<file path="src/hw/pwrdn_regs.svh">
// Register map, field positions, reset values and timing constants.
`ifndef PWRDN_REGS_SVH
`define PWRDN_REGS_SVH

// ==========================================================================
// Register byte addresses (low 16 bits of the address)
`define ADDR_MODULE_STANDBY_CONTROL 16'hff5e
`define ADDR_SYSTEM_CONTROL         16'hfff2

// ==========================================================================
// Reset values
`define RST_MODULE_STANDBY_CONTROL  8'h40
`define RST_SYSTEM_CONTROL          8'h0b

// ==========================================================================
// System control fields
`define SC_STANDBY_SELECT           7
`define SC_SETTLE_HI                6
`define SC_SETTLE_LO                4
`define SC_RAM_ENABLE               0

// ==========================================================================
// Module standby control fields
`define MS_SYSCLK_OUT_DISABLE       7
`define MS_FIXED_ONE                6
`define MS_TIMER_UNIT_HALT          5
`define MS_SERIAL0_HALT             4
`define MS_SERIAL1_HALT             3
`define MS_DMA_HALT                 2
`define MS_REFRESH_HALT             1
`define MS_ADC_HALT                 0

// ==========================================================================
// Settle waits in states
`define SETTLE_CODE_8K              3'h0
`define SETTLE_CODE_16K             3'h1
`define SETTLE_CODE_32K             3'h2
`define SETTLE_CODE_64K             3'h3
`define SETTLE_CODE_128K            3'h4
`define SETTLE_CODE_1K              3'h5
`define SETTLE_STATES_8K            18'h02000
`define SETTLE_STATES_16K           18'h04000
`define SETTLE_STATES_32K           18'h08000
`define SETTLE_STATES_64K           18'h10000
`define SETTLE_STATES_128K          18'h20000
`define SETTLE_STATES_1K            18'h00400

// ==========================================================================
// Refresh control bits cleared on halt
`define REFRESH_CLEAR_MASK          8'hc0

`endif

</file>
<file path="src/hw/pwrdn_pkg.sv">
// Types shared by the power-down controller files.
package pwrdn_pkg;
  typedef enum logic [1:0] {
    PM_RUN,
    PM_SLEEP,
    PM_SW_STANDBY,
    PM_SETTLE
  } power_mode_t;
  typedef logic [17:0] settle_count_t;
endpackage

</file>
<file path="src/hw/settle_timer.sv">
// Clock-settle countdown used when leaving software standby.
`timescale 1ns/1ns
`include "pwrdn_regs.svh"
module settle_timer (
  input  wire logic                    clk_i,
  input  wire logic                    rst_i,
  input  wire logic                    start_i,
  input  wire logic [2:0]              code_i,
  output logic                         done_o
);
  import pwrdn_pkg::*;

  settle_count_t count_r;
  settle_count_t count_nxt;
  logic          busy_r;
  logic          busy_nxt;
  logic          done_r;
  logic          done_nxt;
  settle_count_t load;

  // ==========================================================================
  // Load value; illegal codes fall back to the longest wait as the safe side.
  always_comb begin
    unique case (code_i)
      `SETTLE_CODE_8K:   load = `SETTLE_STATES_8K;
      `SETTLE_CODE_16K:  load = `SETTLE_STATES_16K;
      `SETTLE_CODE_32K:  load = `SETTLE_STATES_32K;
      `SETTLE_CODE_64K:  load = `SETTLE_STATES_64K;
      `SETTLE_CODE_128K: load = `SETTLE_STATES_128K;
      `SETTLE_CODE_1K:   load = `SETTLE_STATES_1K;
      default:           load = `SETTLE_STATES_128K;
    endcase
  end

  // ==========================================================================
  // Counter
  always_comb begin
    count_nxt = count_r;
    busy_nxt  = busy_r;
    done_nxt  = 1'b0;
    if (start_i) begin
      count_nxt = load - 18'h00001;
      busy_nxt  = 1'b1;
    end else if (busy_r) begin
      if (count_r == 18'h00000) begin
        busy_nxt = 1'b0;
        done_nxt = 1'b1;
      end else begin
        count_nxt = count_r - 18'h00001;
      end
    end
  end

  always_ff @(posedge clk_i) begin
    if (rst_i) begin
      count_r <= 18'h00000;
      busy_r  <= 1'b0;
      done_r  <= 1'b0;
    end else begin
      count_r <= count_nxt;
      busy_r  <= busy_nxt;
      done_r  <= done_nxt;
    end
  end

  assign done_o = done_r;
endmodule

</file>
<file path="src/hw/pin_sync.sv">
// Two-stage synchroniser for a group of pin inputs.
`timescale 1ns/1ns
module pin_sync #(
  parameter int WIDTH = 2
) (
  input  wire logic             clk_i,
  input  wire logic             rst_i,
  input  wire logic [WIDTH-1:0] reset_val_i,
  input  wire logic [WIDTH-1:0] d_i,
  output logic      [WIDTH-1:0] q_o
);
  logic [WIDTH-1:0] meta_r;
  logic [WIDTH-1:0] sync_r;

  // ==========================================================================
  // Stages; reset value is a constant tie at the instance.
  always_ff @(posedge clk_i) begin
    if (rst_i) begin
      meta_r <= reset_val_i;
      sync_r <= reset_val_i;
    end else begin
      meta_r <= d_i;
      sync_r <= meta_r;
    end
  end

  assign q_o = sync_r;
endmodule

</file>
<file path="src/hw/power_down_module_standby.sv">
// Power-down controller with module standby, Wishbone register slave.
//
// The Wishbone register port is this design's own decision.
`timescale 1ns/1ns
`include "pwrdn_regs.svh"
module power_down_module_standby (
  input  wire logic                  clk_i,
  input  wire logic                  rst_i,
  // Wishbone classic slave
  input  wire logic                  wb_cyc_i,
  input  wire logic                  wb_stb_i,
  input  wire logic                  wb_we_i,
  input  wire logic [15:0]           wb_adr_i,
  input  wire logic [3:0]            wb_sel_i,
  input  wire logic [31:0]           wb_dat_i,
  output logic      [31:0]           wb_dat_o,
  output logic                       wb_ack_o,
  // CPU side
  input  wire logic                  sleep_req_i,
  input  wire logic                  wake_irq_i,
  input  wire logic                  any_irq_i,
  // Pins
  input  wire logic                  hw_standby_pin_n_i,
  input  wire logic                  reset_pin_n_i,
  input  wire logic                  sysclk_i,
  output logic                       sysclk_pin_o,
  output logic                       sysclk_pin_oe_o,
  output logic                       io_port_oe_o,
  // Power and module control
  output pwrdn_pkg::power_mode_t     mode_o,
  output logic                       cpu_halt_o,
  output logic                       osc_stop_o,
  output logic                       irq_start_o,
  output logic                       ram_enable_o,
  output logic                       timer_unit_halt_o,
  output logic                       timer_unit_rst_o,
  output logic                       serial0_halt_o,
  output logic                       serial0_rst_o,
  output logic                       serial1_halt_o,
  output logic                       serial1_rst_o,
  output logic                       dma_halt_o,
  output logic                       dma_rst_o,
  output logic                       refresh_halt_o,
  output logic                       refresh_counter_clr_o,
  output logic [7:0]                 refresh_timer_ctrl_clr_o,
  output logic                       adc_halt_o,
  output logic                       adc_rst_o,
  output logic                       other_rst_o
);
  import pwrdn_pkg::*;

  // ==========================================================================
  // Pin synchronisers
  logic [2:0] pins_s;
  logic       hw_hw_standby_pin;
  logic       pin_rst;
  logic       clk_s;

  pin_sync #(.WIDTH(3)) u_pins (
    .clk_i       (clk_i),
    .rst_i       (rst_i),
    .reset_val_i (3'h3),
    .d_i         ({sysclk_i, reset_pin_n_i, hw_standby_pin_n_i}),
    .q_o         (pins_s)
  );

  assign hw_hw_standby_pin = ~pins_s[0];
  assign pin_rst = ~pins_s[1];
  assign clk_s   = pins_s[2];

  // Hardware standby and the reset pin both reinitialise everything here except the pin synchronisers, which only rst_i resets.
  logic init;
  assign init = rst_i | hw_hw_standby_pin | pin_rst;

  // ==========================================================================
  // Registers and Wishbone slave
  logic [7:0]  sysctl_r;
  logic [7:0]  sysctl_nxt;
  logic [7:0]  mstby_r;
  logic [7:0]  mstby_nxt;
  logic        ack_r;
  logic        ack_nxt;
  logic [31:0] rdat_r;
  logic [31:0] rdat_nxt;
  logic        req;
  logic        hit_sc;
  logic        hit_ms;

  assign req    = wb_cyc_i & wb_stb_i & ~ack_r;
  assign hit_sc = wb_adr_i == `ADDR_SYSTEM_CONTROL;
  assign hit_ms = wb_adr_i == `ADDR_MODULE_STANDBY_CONTROL;

  always_comb begin
    sysctl_nxt = sysctl_r;
    mstby_nxt  = mstby_r;
    ack_nxt    = req;
    rdat_nxt   = 32'h00000000;
    if (req && wb_we_i && wb_sel_i[0]) begin
      // Standby select changes only by this write or by init; wake leaves it.
      if (hit_sc) begin
        sysctl_nxt = wb_dat_i[7:0];
      end
      if (hit_ms) begin
        mstby_nxt = wb_dat_i[7:0] | `RST_MODULE_STANDBY_CONTROL;
      end
    end
    if (req && !wb_we_i) begin
      // Unmapped addresses read zero and still acknowledge.
      if (hit_sc) begin
        rdat_nxt = {24'h000000, sysctl_r};
      end
      if (hit_ms) begin
        rdat_nxt = {24'h000000, mstby_r};
      end
    end
  end

  always_ff @(posedge clk_i) begin
    if (init) begin
      sysctl_r <= `RST_SYSTEM_CONTROL;
      mstby_r  <= `RST_MODULE_STANDBY_CONTROL;
      ack_r    <= 1'b0;
      rdat_r   <= 32'h00000000;
    end else begin
      sysctl_r <= sysctl_nxt;
      mstby_r  <= mstby_nxt;
      ack_r    <= ack_nxt;
      rdat_r   <= rdat_nxt;
    end
  end

  assign wb_ack_o = ack_r;
  assign wb_dat_o = rdat_r;

  // ==========================================================================
  // Power mode sequencer
  power_mode_t mode_r;
  power_mode_t mode_nxt;
  logic        settle_start;
  logic        settle_done;

  settle_timer u_settle (
    .clk_i   (clk_i),
    .rst_i   (init),
    .start_i (settle_start),
    .code_i  (sysctl_r[`SC_SETTLE_HI:`SC_SETTLE_LO]),
    .done_o  (settle_done)
  );

  always_comb begin
    mode_nxt     = mode_r;
    settle_start = 1'b0;
    unique case (mode_r)
      PM_RUN: begin
        if (sleep_req_i) begin
          if (sysctl_r[`SC_STANDBY_SELECT]) begin
            mode_nxt = PM_SW_STANDBY;
          end else begin
            mode_nxt = PM_SLEEP;
          end
        end
      end
      PM_SLEEP: begin
        if (any_irq_i) begin
          mode_nxt = PM_RUN;
        end
      end
      PM_SW_STANDBY: begin
        if (wake_irq_i) begin
          mode_nxt     = PM_SETTLE;
          settle_start = 1'b1;
        end
      end
      PM_SETTLE: begin
        if (settle_done) begin
          mode_nxt = PM_RUN;
        end
      end
    endcase
  end

  // ==========================================================================
  // Output registers
  logic       hw_standby_pin;
  logic       halt_cpu_nxt;
  logic       irq_nxt;
  logic [5:0] halt_nxt;
  logic [5:0] halt_r;
  logic [5:0] rst_nxt;
  logic [5:0] rst_r;
  logic       clk_pin_nxt;
  logic       clk_pin_r;
  logic       clk_oe_nxt;
  logic       clk_oe_r;
  logic       io_oe_r;
  logic       cpu_halt_r;
  logic       osc_stop_r;
  logic       irq_r;
  logic       other_rst_r;
  logic       ram_en_r;
  logic [7:0] rtc_clr_r;

  // Standby covers the settle wait too: nothing runs until it ends.
  assign hw_standby_pin         = (mode_r == PM_SW_STANDBY) | (mode_r == PM_SETTLE);
  assign halt_cpu_nxt = (mode_nxt != PM_RUN);
  assign irq_nxt      = (mode_r == PM_SETTLE) & settle_done;

  // Per-module halt and reset, bit i maps to module standby bit i.
  genvar gi;
  generate
    for (gi = 0; gi < 6; gi++) begin : g_mod
      always_comb begin
        halt_nxt[gi] = mstby_nxt[gi] | hw_standby_pin;
        // Refresh is held, not reset, by software standby.
        rst_nxt[gi]  = mstby_nxt[gi] |
                       (hw_standby_pin & (gi != `MS_REFRESH_HALT));
      end
    end
  endgenerate

  always_comb begin
    clk_pin_nxt = clk_s;
    clk_oe_nxt  = ~mstby_nxt[`MS_SYSCLK_OUT_DISABLE];
    if (hw_standby_pin) begin
      clk_pin_nxt = 1'b1;
      clk_oe_nxt  = 1'b1;
    end
  end

  always_ff @(posedge clk_i) begin
    if (init) begin
      mode_r      <= PM_RUN;
      halt_r      <= 6'h3f;
      rst_r       <= 6'h3f;
      clk_pin_r   <= 1'b0;
      clk_oe_r    <= 1'b0;
      io_oe_r     <= 1'b0;
      cpu_halt_r  <= 1'b1;
      osc_stop_r  <= 1'b0;
      irq_r       <= 1'b0;
      other_rst_r <= 1'b1;
      ram_en_r    <= 1'b0;
      rtc_clr_r   <= `REFRESH_CLEAR_MASK;
    end else begin
      mode_r      <= mode_nxt;
      halt_r      <= halt_nxt;
      rst_r       <= rst_nxt;
      clk_pin_r   <= clk_pin_nxt;
      clk_oe_r    <= clk_oe_nxt;
      io_oe_r     <= 1'b1;
      cpu_halt_r  <= halt_cpu_nxt;
      osc_stop_r  <= (mode_nxt == PM_SW_STANDBY);
      irq_r       <= irq_nxt;
      other_rst_r <= (mode_nxt == PM_SW_STANDBY) |
                     (mode_nxt == PM_SETTLE);
      ram_en_r    <= sysctl_nxt[`SC_RAM_ENABLE];
      rtc_clr_r   <= halt_nxt[`MS_REFRESH_HALT] ?
                     `REFRESH_CLEAR_MASK : 8'h00;
    end
  end

  assign mode_o                   = mode_r;
  assign cpu_halt_o               = cpu_halt_r;
  assign osc_stop_o               = osc_stop_r;
  assign irq_start_o              = irq_r;
  assign ram_enable_o             = ram_en_r;
  assign sysclk_pin_o             = clk_pin_r;
  assign sysclk_pin_oe_o          = clk_oe_r;
  assign io_port_oe_o             = io_oe_r;
  assign timer_unit_halt_o        = halt_r[`MS_TIMER_UNIT_HALT];
  assign timer_unit_rst_o         = rst_r[`MS_TIMER_UNIT_HALT];
  assign serial0_halt_o           = halt_r[`MS_SERIAL0_HALT];
  assign serial0_rst_o            = rst_r[`MS_SERIAL0_HALT];
  assign serial1_halt_o           = halt_r[`MS_SERIAL1_HALT];
  assign serial1_rst_o            = rst_r[`MS_SERIAL1_HALT];
  assign dma_halt_o               = halt_r[`MS_DMA_HALT];
  assign dma_rst_o                = rst_r[`MS_DMA_HALT];
  assign refresh_halt_o           = halt_r[`MS_REFRESH_HALT];
  // Refresh keeps its state; only counter and top control bits clear.
  assign refresh_counter_clr_o    = halt_r[`MS_REFRESH_HALT];
  assign refresh_timer_ctrl_clr_o = rtc_clr_r;
  assign adc_halt_o               = halt_r[`MS_ADC_HALT];
  assign adc_rst_o                = rst_r[`MS_ADC_HALT];
  assign other_rst_o              = other_rst_r;
endmodule

</file>
<file path="config.mk">
export PLATFORM = sky130hd
export DESIGN_NAME = power_down_module_standby
export DESIGN_NICKNAME = d
export VERILOG_FILES = /design/src/hw/pwrdn_pkg.sv /design/src/hw/settle_timer.sv /design/src/hw/pin_sync.sv /design/src/hw/power_down_module_standby.sv
export VERILOG_INCLUDE_DIRS = /design/src /design/src/hw
export SDC_FILE = /design/constraint.sdc
export NUM_CORES = 1
export LEC_CHECK = 0
export BUFFER_PORTS_ARGS = -buffer_cell sky130_fd_sc_hd__buf_2
export CAP_MARGIN = 20
export CELL_PAD_IN_SITES_DETAIL_PLACEMENT = 1
export CELL_PAD_IN_SITES_GLOBAL_PLACEMENT = 2
export CORE_ASPECT_RATIO = 0.8
export CORE_UTILIZATION = 30
export DETAILED_ROUTE_END_ITERATION = 12
export GPL_TIMING_DRIVEN = 0
export PLACE_DENSITY_LB_ADDON = 0.1
export SLEW_MARGIN = 20
export SYNTH_ARGS = -nofsm -noshare
export SYNTH_HDL_FRONTEND = slang
export SYNTH_HIERARCHICAL = 1
export SYNTH_SLANG_ARGS = --single-unit
</file>
<file path="constraint.sdc">
create_clock -name clk_i -period 4.2 [get_ports clk_i]
set_clock_uncertainty 0.05 [all_clocks]
set_input_delay 0.42 -clock clk_i [delete_from_list [all_inputs] [get_ports clk_i]]
set_output_delay 0.42 -clock clk_i [all_outputs]
set_load 0.005 [all_outputs]
</file>
After elaboration in Yosys (flattened, before gate mapping). Index checks and enable logic that the tools add are counted.

Logic and storage cells: 96. Flip-flop bits (word level): 104. Input bits: 63. Output and inout bits: 63.

Add/subtract/negate cells: 2. Mux-type cells: 26. Eq/ne operators: 12. Bitwise gates (word level): 19. Reductions and logical operators: 14.

Operators by type and width (number): $pmux 18 s5 (1); $mux 18 (3); $mux 8 (5); $sub 18x1->18 const B (2); $eq 16x16->1 const B (2); $logic_not 18->1 (1); $mux 1 (11); $mux 2 (5); $or 1x1->1 (10); $eq 2x2->1 const B (4); $pmux 2 s4 (1); $eq 3x2->1 const B (2); $not 1->1 (6); $reduce_or 3->1 (2); $reduce_and 2->1 (2); $reduce_bool 2->1 (2); $and 1x1->1 (3); $eq 3x1->1 const B (1); $eq 3x3->1 const B (1); $logic_and 1x1->1 (3); $logic_not 3->1 (1); $eq 2x1->1 const B (1); $logic_not 2->1 (1); $ne 2x2->1 const B (1); other kinds (2) (2).

Logic depth before layout (Yosys ltp).
Depth after elaboration: 7. Mapped depth: 10. Mapped depth without buffers: 8.

Modules after synthesis. Netlist, hierarchy kept.

By module, submodules not included: power_down_module_standby (cells each 191, seq. area each 800.8 um^2, times used 1, area each 1749.2 um^2); settle_timer (cells each 159, seq. area each 400.4 um^2, times used 1, area each 1275.0 um^2); pin_sync (cells each 13, seq. area each 120.1 um^2, times used 1, area each 221.5 um^2).

Worst setup path after synthesis. OpenSTA, ideal clock, no wires.

Path kind: register to register. From: register mode_r[1], in the netlist mode_o[1]. To: register u_settle.count_r[12]. Path buffers: 2. Required time: 4080 ps. Path slack: 1668 ps. Library setup time: 70 ps. Clock period less this slack: 2532 ps. Cell stages (with the launch flop): 11. Arrival: 2411 ps. Path through: dfxtp_1 clkbuf_1 and3b_1 inv_1 clkbuf_1 nand2_1 ha_1 o21ai_1 or3_1 or3_1 a21oi_1.

Longest elaborated chain between the ends: 4. Elaborated cells on any way between the ends: 6. Classes of those cells: 2 x eq/ne; 2 x mux; 2 x reduce/logical.

RTL lines: start: declaration (RTL line power_down_module_standby.sv:137) `power_mode_t mode_r;`; start signal: assignment (RTL line power_down_module_standby.sv:245) `mode_r <= mode_nxt;`; $eq 2x2->1 (*) (RTL line power_down_module_standby.sv:153) `unique case (mode_r)`; $mux 1 (*) (RTL line power_down_module_standby.sv:153); via settle_start (RTL line power_down_module_standby.sv:139) `logic settle_start;`; $ne 2x2->1 (no source line) or $reduce_bool 2->1 (tied branches); $reduce_and 2->1 (no source line); end signal: assignment (RTL line settle_timer.sv:60) `count_r <= count_nxt;`; end: declaration (RTL line settle_timer.sv:13) `settle_count_t count_r;`.

The timed path passes the listed nets; every way through them passes the cells marked *. A chain may end at the register's enable or synchronous reset.

Final worst setup path. Same ends and word-level chain as after synthesis.

==> flow_summary.json <==
{
  "dr_total_vias": 2971,
  "r2r_slack_ns": 0.96,
  "grtUsageMet3": 0.04246,
  "ys_seq_area_frac": 0.4071,
  "p_per_area_nw_per_um2": 345.1,
  "antenna_cells": 0,
  "cp_max_fo": 10,
  "fillers": 1246,
  "p_sw_frac": 0.2290,
  "tns_ns": 0,
  "first_iter_violations": 77,
  "clock_sinks": 66,
  "io_pins": 126,
  "grt_use_total": 0.1735,
  "path_clk_slew_ns": 0.06,
  "criticalPathCategory": "reg -> reg",
  "p_int_mw": 1.107,
  "dieArea_sq_um": 11240,
  "met1_usage": 0.2321,
  "timing.slew.headroom": 0.3744,
  "hold-path-endpoint": "u_pins/meta_r[2]",
  "postCtsResizedCells": 0,
  "critPathSlowestCell": "or3_1",
  "ys_warn_count": 6,
  "hold_viol_final": 0,
  "routed_wl_mm": 9.479,
  "yosysUniqueCellTypes": 61,
  "combPwrFrac": 0.073,
  "fin_crit_sh": 0.7713,
  "synthesis.area_sq_um": 3246,
  "ant_nets": 0,
  "antenna_found_initial": 0,
  "dp_hpwl_mm": 7.165,
  "hold_path.class": "in -> reg",
  "gp_congestion": 0.8240,
  "hold_depth": 2,
  "clkLatencyLatePin_ns": 0.33,
  "regToRegStartpoint": "mode_o[1]",
  "start_util": 0.3132,
  "synth_edf_count": 0,
  "multi_input_area_sq_um": 1640,
  "max_slew.worst_pin.slew_ns": 0.9298,
  "regArea_sq_um": 1321,
  "async_flop_share": 0,
  "drc": 0,
  "peakVddDrop_uv": 185.5,
  "hp-start": "sysclk_i",
  "h-tree-depth": 3,
  "nets": 540,
  "drv_cap": 0,
  "cts_made_buffers": 9,
  "grt_max_degree": 12,
  "outcome": "finished, final reports clean",
  "clockBufferDepth": 2,
  "rows": 33,
  "seqPwrFrac": 0.448,
  "grt_pass1_wl_mm": 14.99,
  "rsz0062_at_grt": "false",
  "first_pass_iters": 4,
  "cts_root_buffer": "clkbuf_16",
  "cp.buffers_inverters": 3,
  "fp.dieH_um": 95.03,
  "post_cts_buffers": 0,
  "reg2regPathDepth": 10,
  "ys_ff_latch": 66,
  "final_util": 0.4015,
  "cts_tree": "built",
  "grt.overflow.total": 0,
  "top_usage_layer": "met2",
  "layout-drive-gt1-share": 0.3035,
  "avgSynthCellArea_sq_um": 8.941,
  "start_kind": "flip-flop",
  "syn_to_final_growth_pct": 28.22,
  "p_clk_frac": 0.479,
  "rr_endpoint": "u_settle/count_r[12]",
  "cp_top_family": "simple AND/OR/NAND/NOR gates",
  "die_x_um": 118.3,
  "clock.fmax_mhz": 308.7,
  "hold-worst-slack_ns": 0.2697,
  "wire_per_inst_um": 15.26,
  "grtUsageMet2": 0.2775,
  "cts_hold_buf": 0,
  "grt_pass1_vias": 2924,
  "slowest_delay_ns": 0.47,
  "crit_chain": "clkbuf_1 > and3b_1 > inv_1 > clkbuf_1 > nand2_1 > ha_1 > o21ai_1 > or3_1 > or3_1 > a21oi_1",
  "core_sq_um": 10360,
  "cp.arrival_ns": 3.45,
  "critPathCaptureType": "flip-flop",
  "setup_viol": 0,
  "required_ns": 4.41,
  "min_period_ns": 3.239,
  "slew_viol_final": 0,
  "io_buffer_count": 68,
  "power.switching_mw": 0.3288,
  "synth_ff_type": "dfxtp_1",
  "leakagePower_nw": 1.801,
  "syn_inst": 363,
  "viasPerCell": 4.784
}
==> final cells by class <==
cell class | instances | area share
inverter | 10 | 0.009020
clock buffer | 11 | 0.05833
sequential | 66 | 0.3175
timing repair buffer | 68 | 0.08178
buffer | 56 | 0.08990
clock inverter | 5 | 0.007216
multi-input combinational | 265 | 0.3942
tap | 140 | 0.04209
==> cell usage in the layout, fill, tap and decap left out, types with 3 or more instances in the layout <==
cell type	count
nor4bb_1	3
o31a_1	3
or4_1	4
o21bai_1	3
clkinv_2	3
conb_1	36
nor2b_1	3
buf_2	73
nor4_1	6
dfxtp_1	66
a21oi_1	32
mux2_4	6
nand3_1	19
a22o_1	7
nand2_1	11
o21ai_0	22
o211ai_1	3
or3_1	6
nor2_1	31
clkbuf_16	9
nor3_1	6
o31ai_1	4
buf_4	38
clkbuf_1	12
nand4_1	11
inv_1	9
and2_1	3
==> per-stage QoR <==
stage                     setup slack [ns]  cells  total power, mW  instance area (sq um)
final                               0.9607    621            1.436                   4161
after global routing                0.6497    621            1.497                   4161
after global placement              0.9684    605           0.7594                   3889
after floorplan                      1.668    397           0.7200                   3373
after detailed placement            0.9507    605           0.7611                   3889
after CTS                           0.9474    621            1.459                   4161
==> power groups by stage <==
stage	Combinational, mW	Clock [mW]	Sequential [mW]
after global routing	0.115	0.737	0.644
after detailed placement	0.104	0	0.657
after floorplan	0.0630	0	0.657
after global placement	0.103	0	0.656
after CTS	0.105	0.711	0.643
final	0.105	0.688	0.643
==> synth_stat cells (4+ instances only) <==
cell      instances  area share
dfxtp_1          66        0.41
buf_4            38       0.088
a21oi_1          32       0.049
nor2_1           31       0.036
o21ai_0          22       0.034
nand3_1          19       0.029
clkbuf_1         11       0.013
nand2_1          11       0.013
nand4_1          11       0.021
inv_1             9       0.010
a22o_1            7       0.019
mux2_4            6       0.028
nor3_1            6      0.0093
nor4_1            6       0.012
or3_1             6       0.012
buf_2             5      0.0077
o31ai_1           4      0.0093
or4_1             4      0.0093
==> cells by family after synthesis <==
| logic type | count (synthesis) | synth area share |
|---|---|---|
| fa+ha+maj | 1 | 0.003854 |
| buf+inv | 66 | 0.1268 |
| mux | 8 | 0.03393 |
| simple gates | 124 | 0.2332 |
| flops | 66 | 0.4071 |
| compound gates | 94 | 0.1874 |
| other cells | 2 | 0.002314 |
| xor+xnor | 2 | 0.005398 |
==> registers in the layout, indices dropped and copies added (netlist names), 2 cells and up <==
signal and flops:
halt_r 6, mode_o 2, mstby_r 7, sysctl_r 8, u_pins/meta_r 3, u_pins/q_o 3, u_settle/count_r 18, wb_dat_o 8
==> worst reg2reg max path: cells and delay by family (launching register included) <==
kind	cells	cell delay, ns
flops	1	0.32
compound gates	2	0.37
buf+inv	3	0.81
simple gates	4	1.42
fa+ha+maj	1	0.20
==> per-layer routing <==
metal | part of all wire | wire length, um | vias up
li1 | - | - | 1481
met1 | 0.48 | 4564 | 1404
met2 | 0.46 | 4329 | 80
met3 | 0.054 | 516 | 6
met4 | 0.0074 | 70 | 0
met5 | 0 | 0 | -
==> worst max-delay path by stage <==
stage	from	end	slack, ns	cells after the start
after floorplan	mode_o[1]	u_settle/count_r[12]	1.67	10
after global placement	mode_o[1]	u_settle/count_r[12]	0.97	10
after detailed placement	mode_o[1]	u_settle/count_r[12]	0.95	10
after CTS	mode_o[1]	u_settle/count_r[12]	0.95	10
after global routing	mode_o[1]	u_settle/count_r[12]	0.65	10
final	mode_o[1]	u_settle/count_r[12]	0.96	10
No activity file was read; power rests on OpenSTA's default activity.
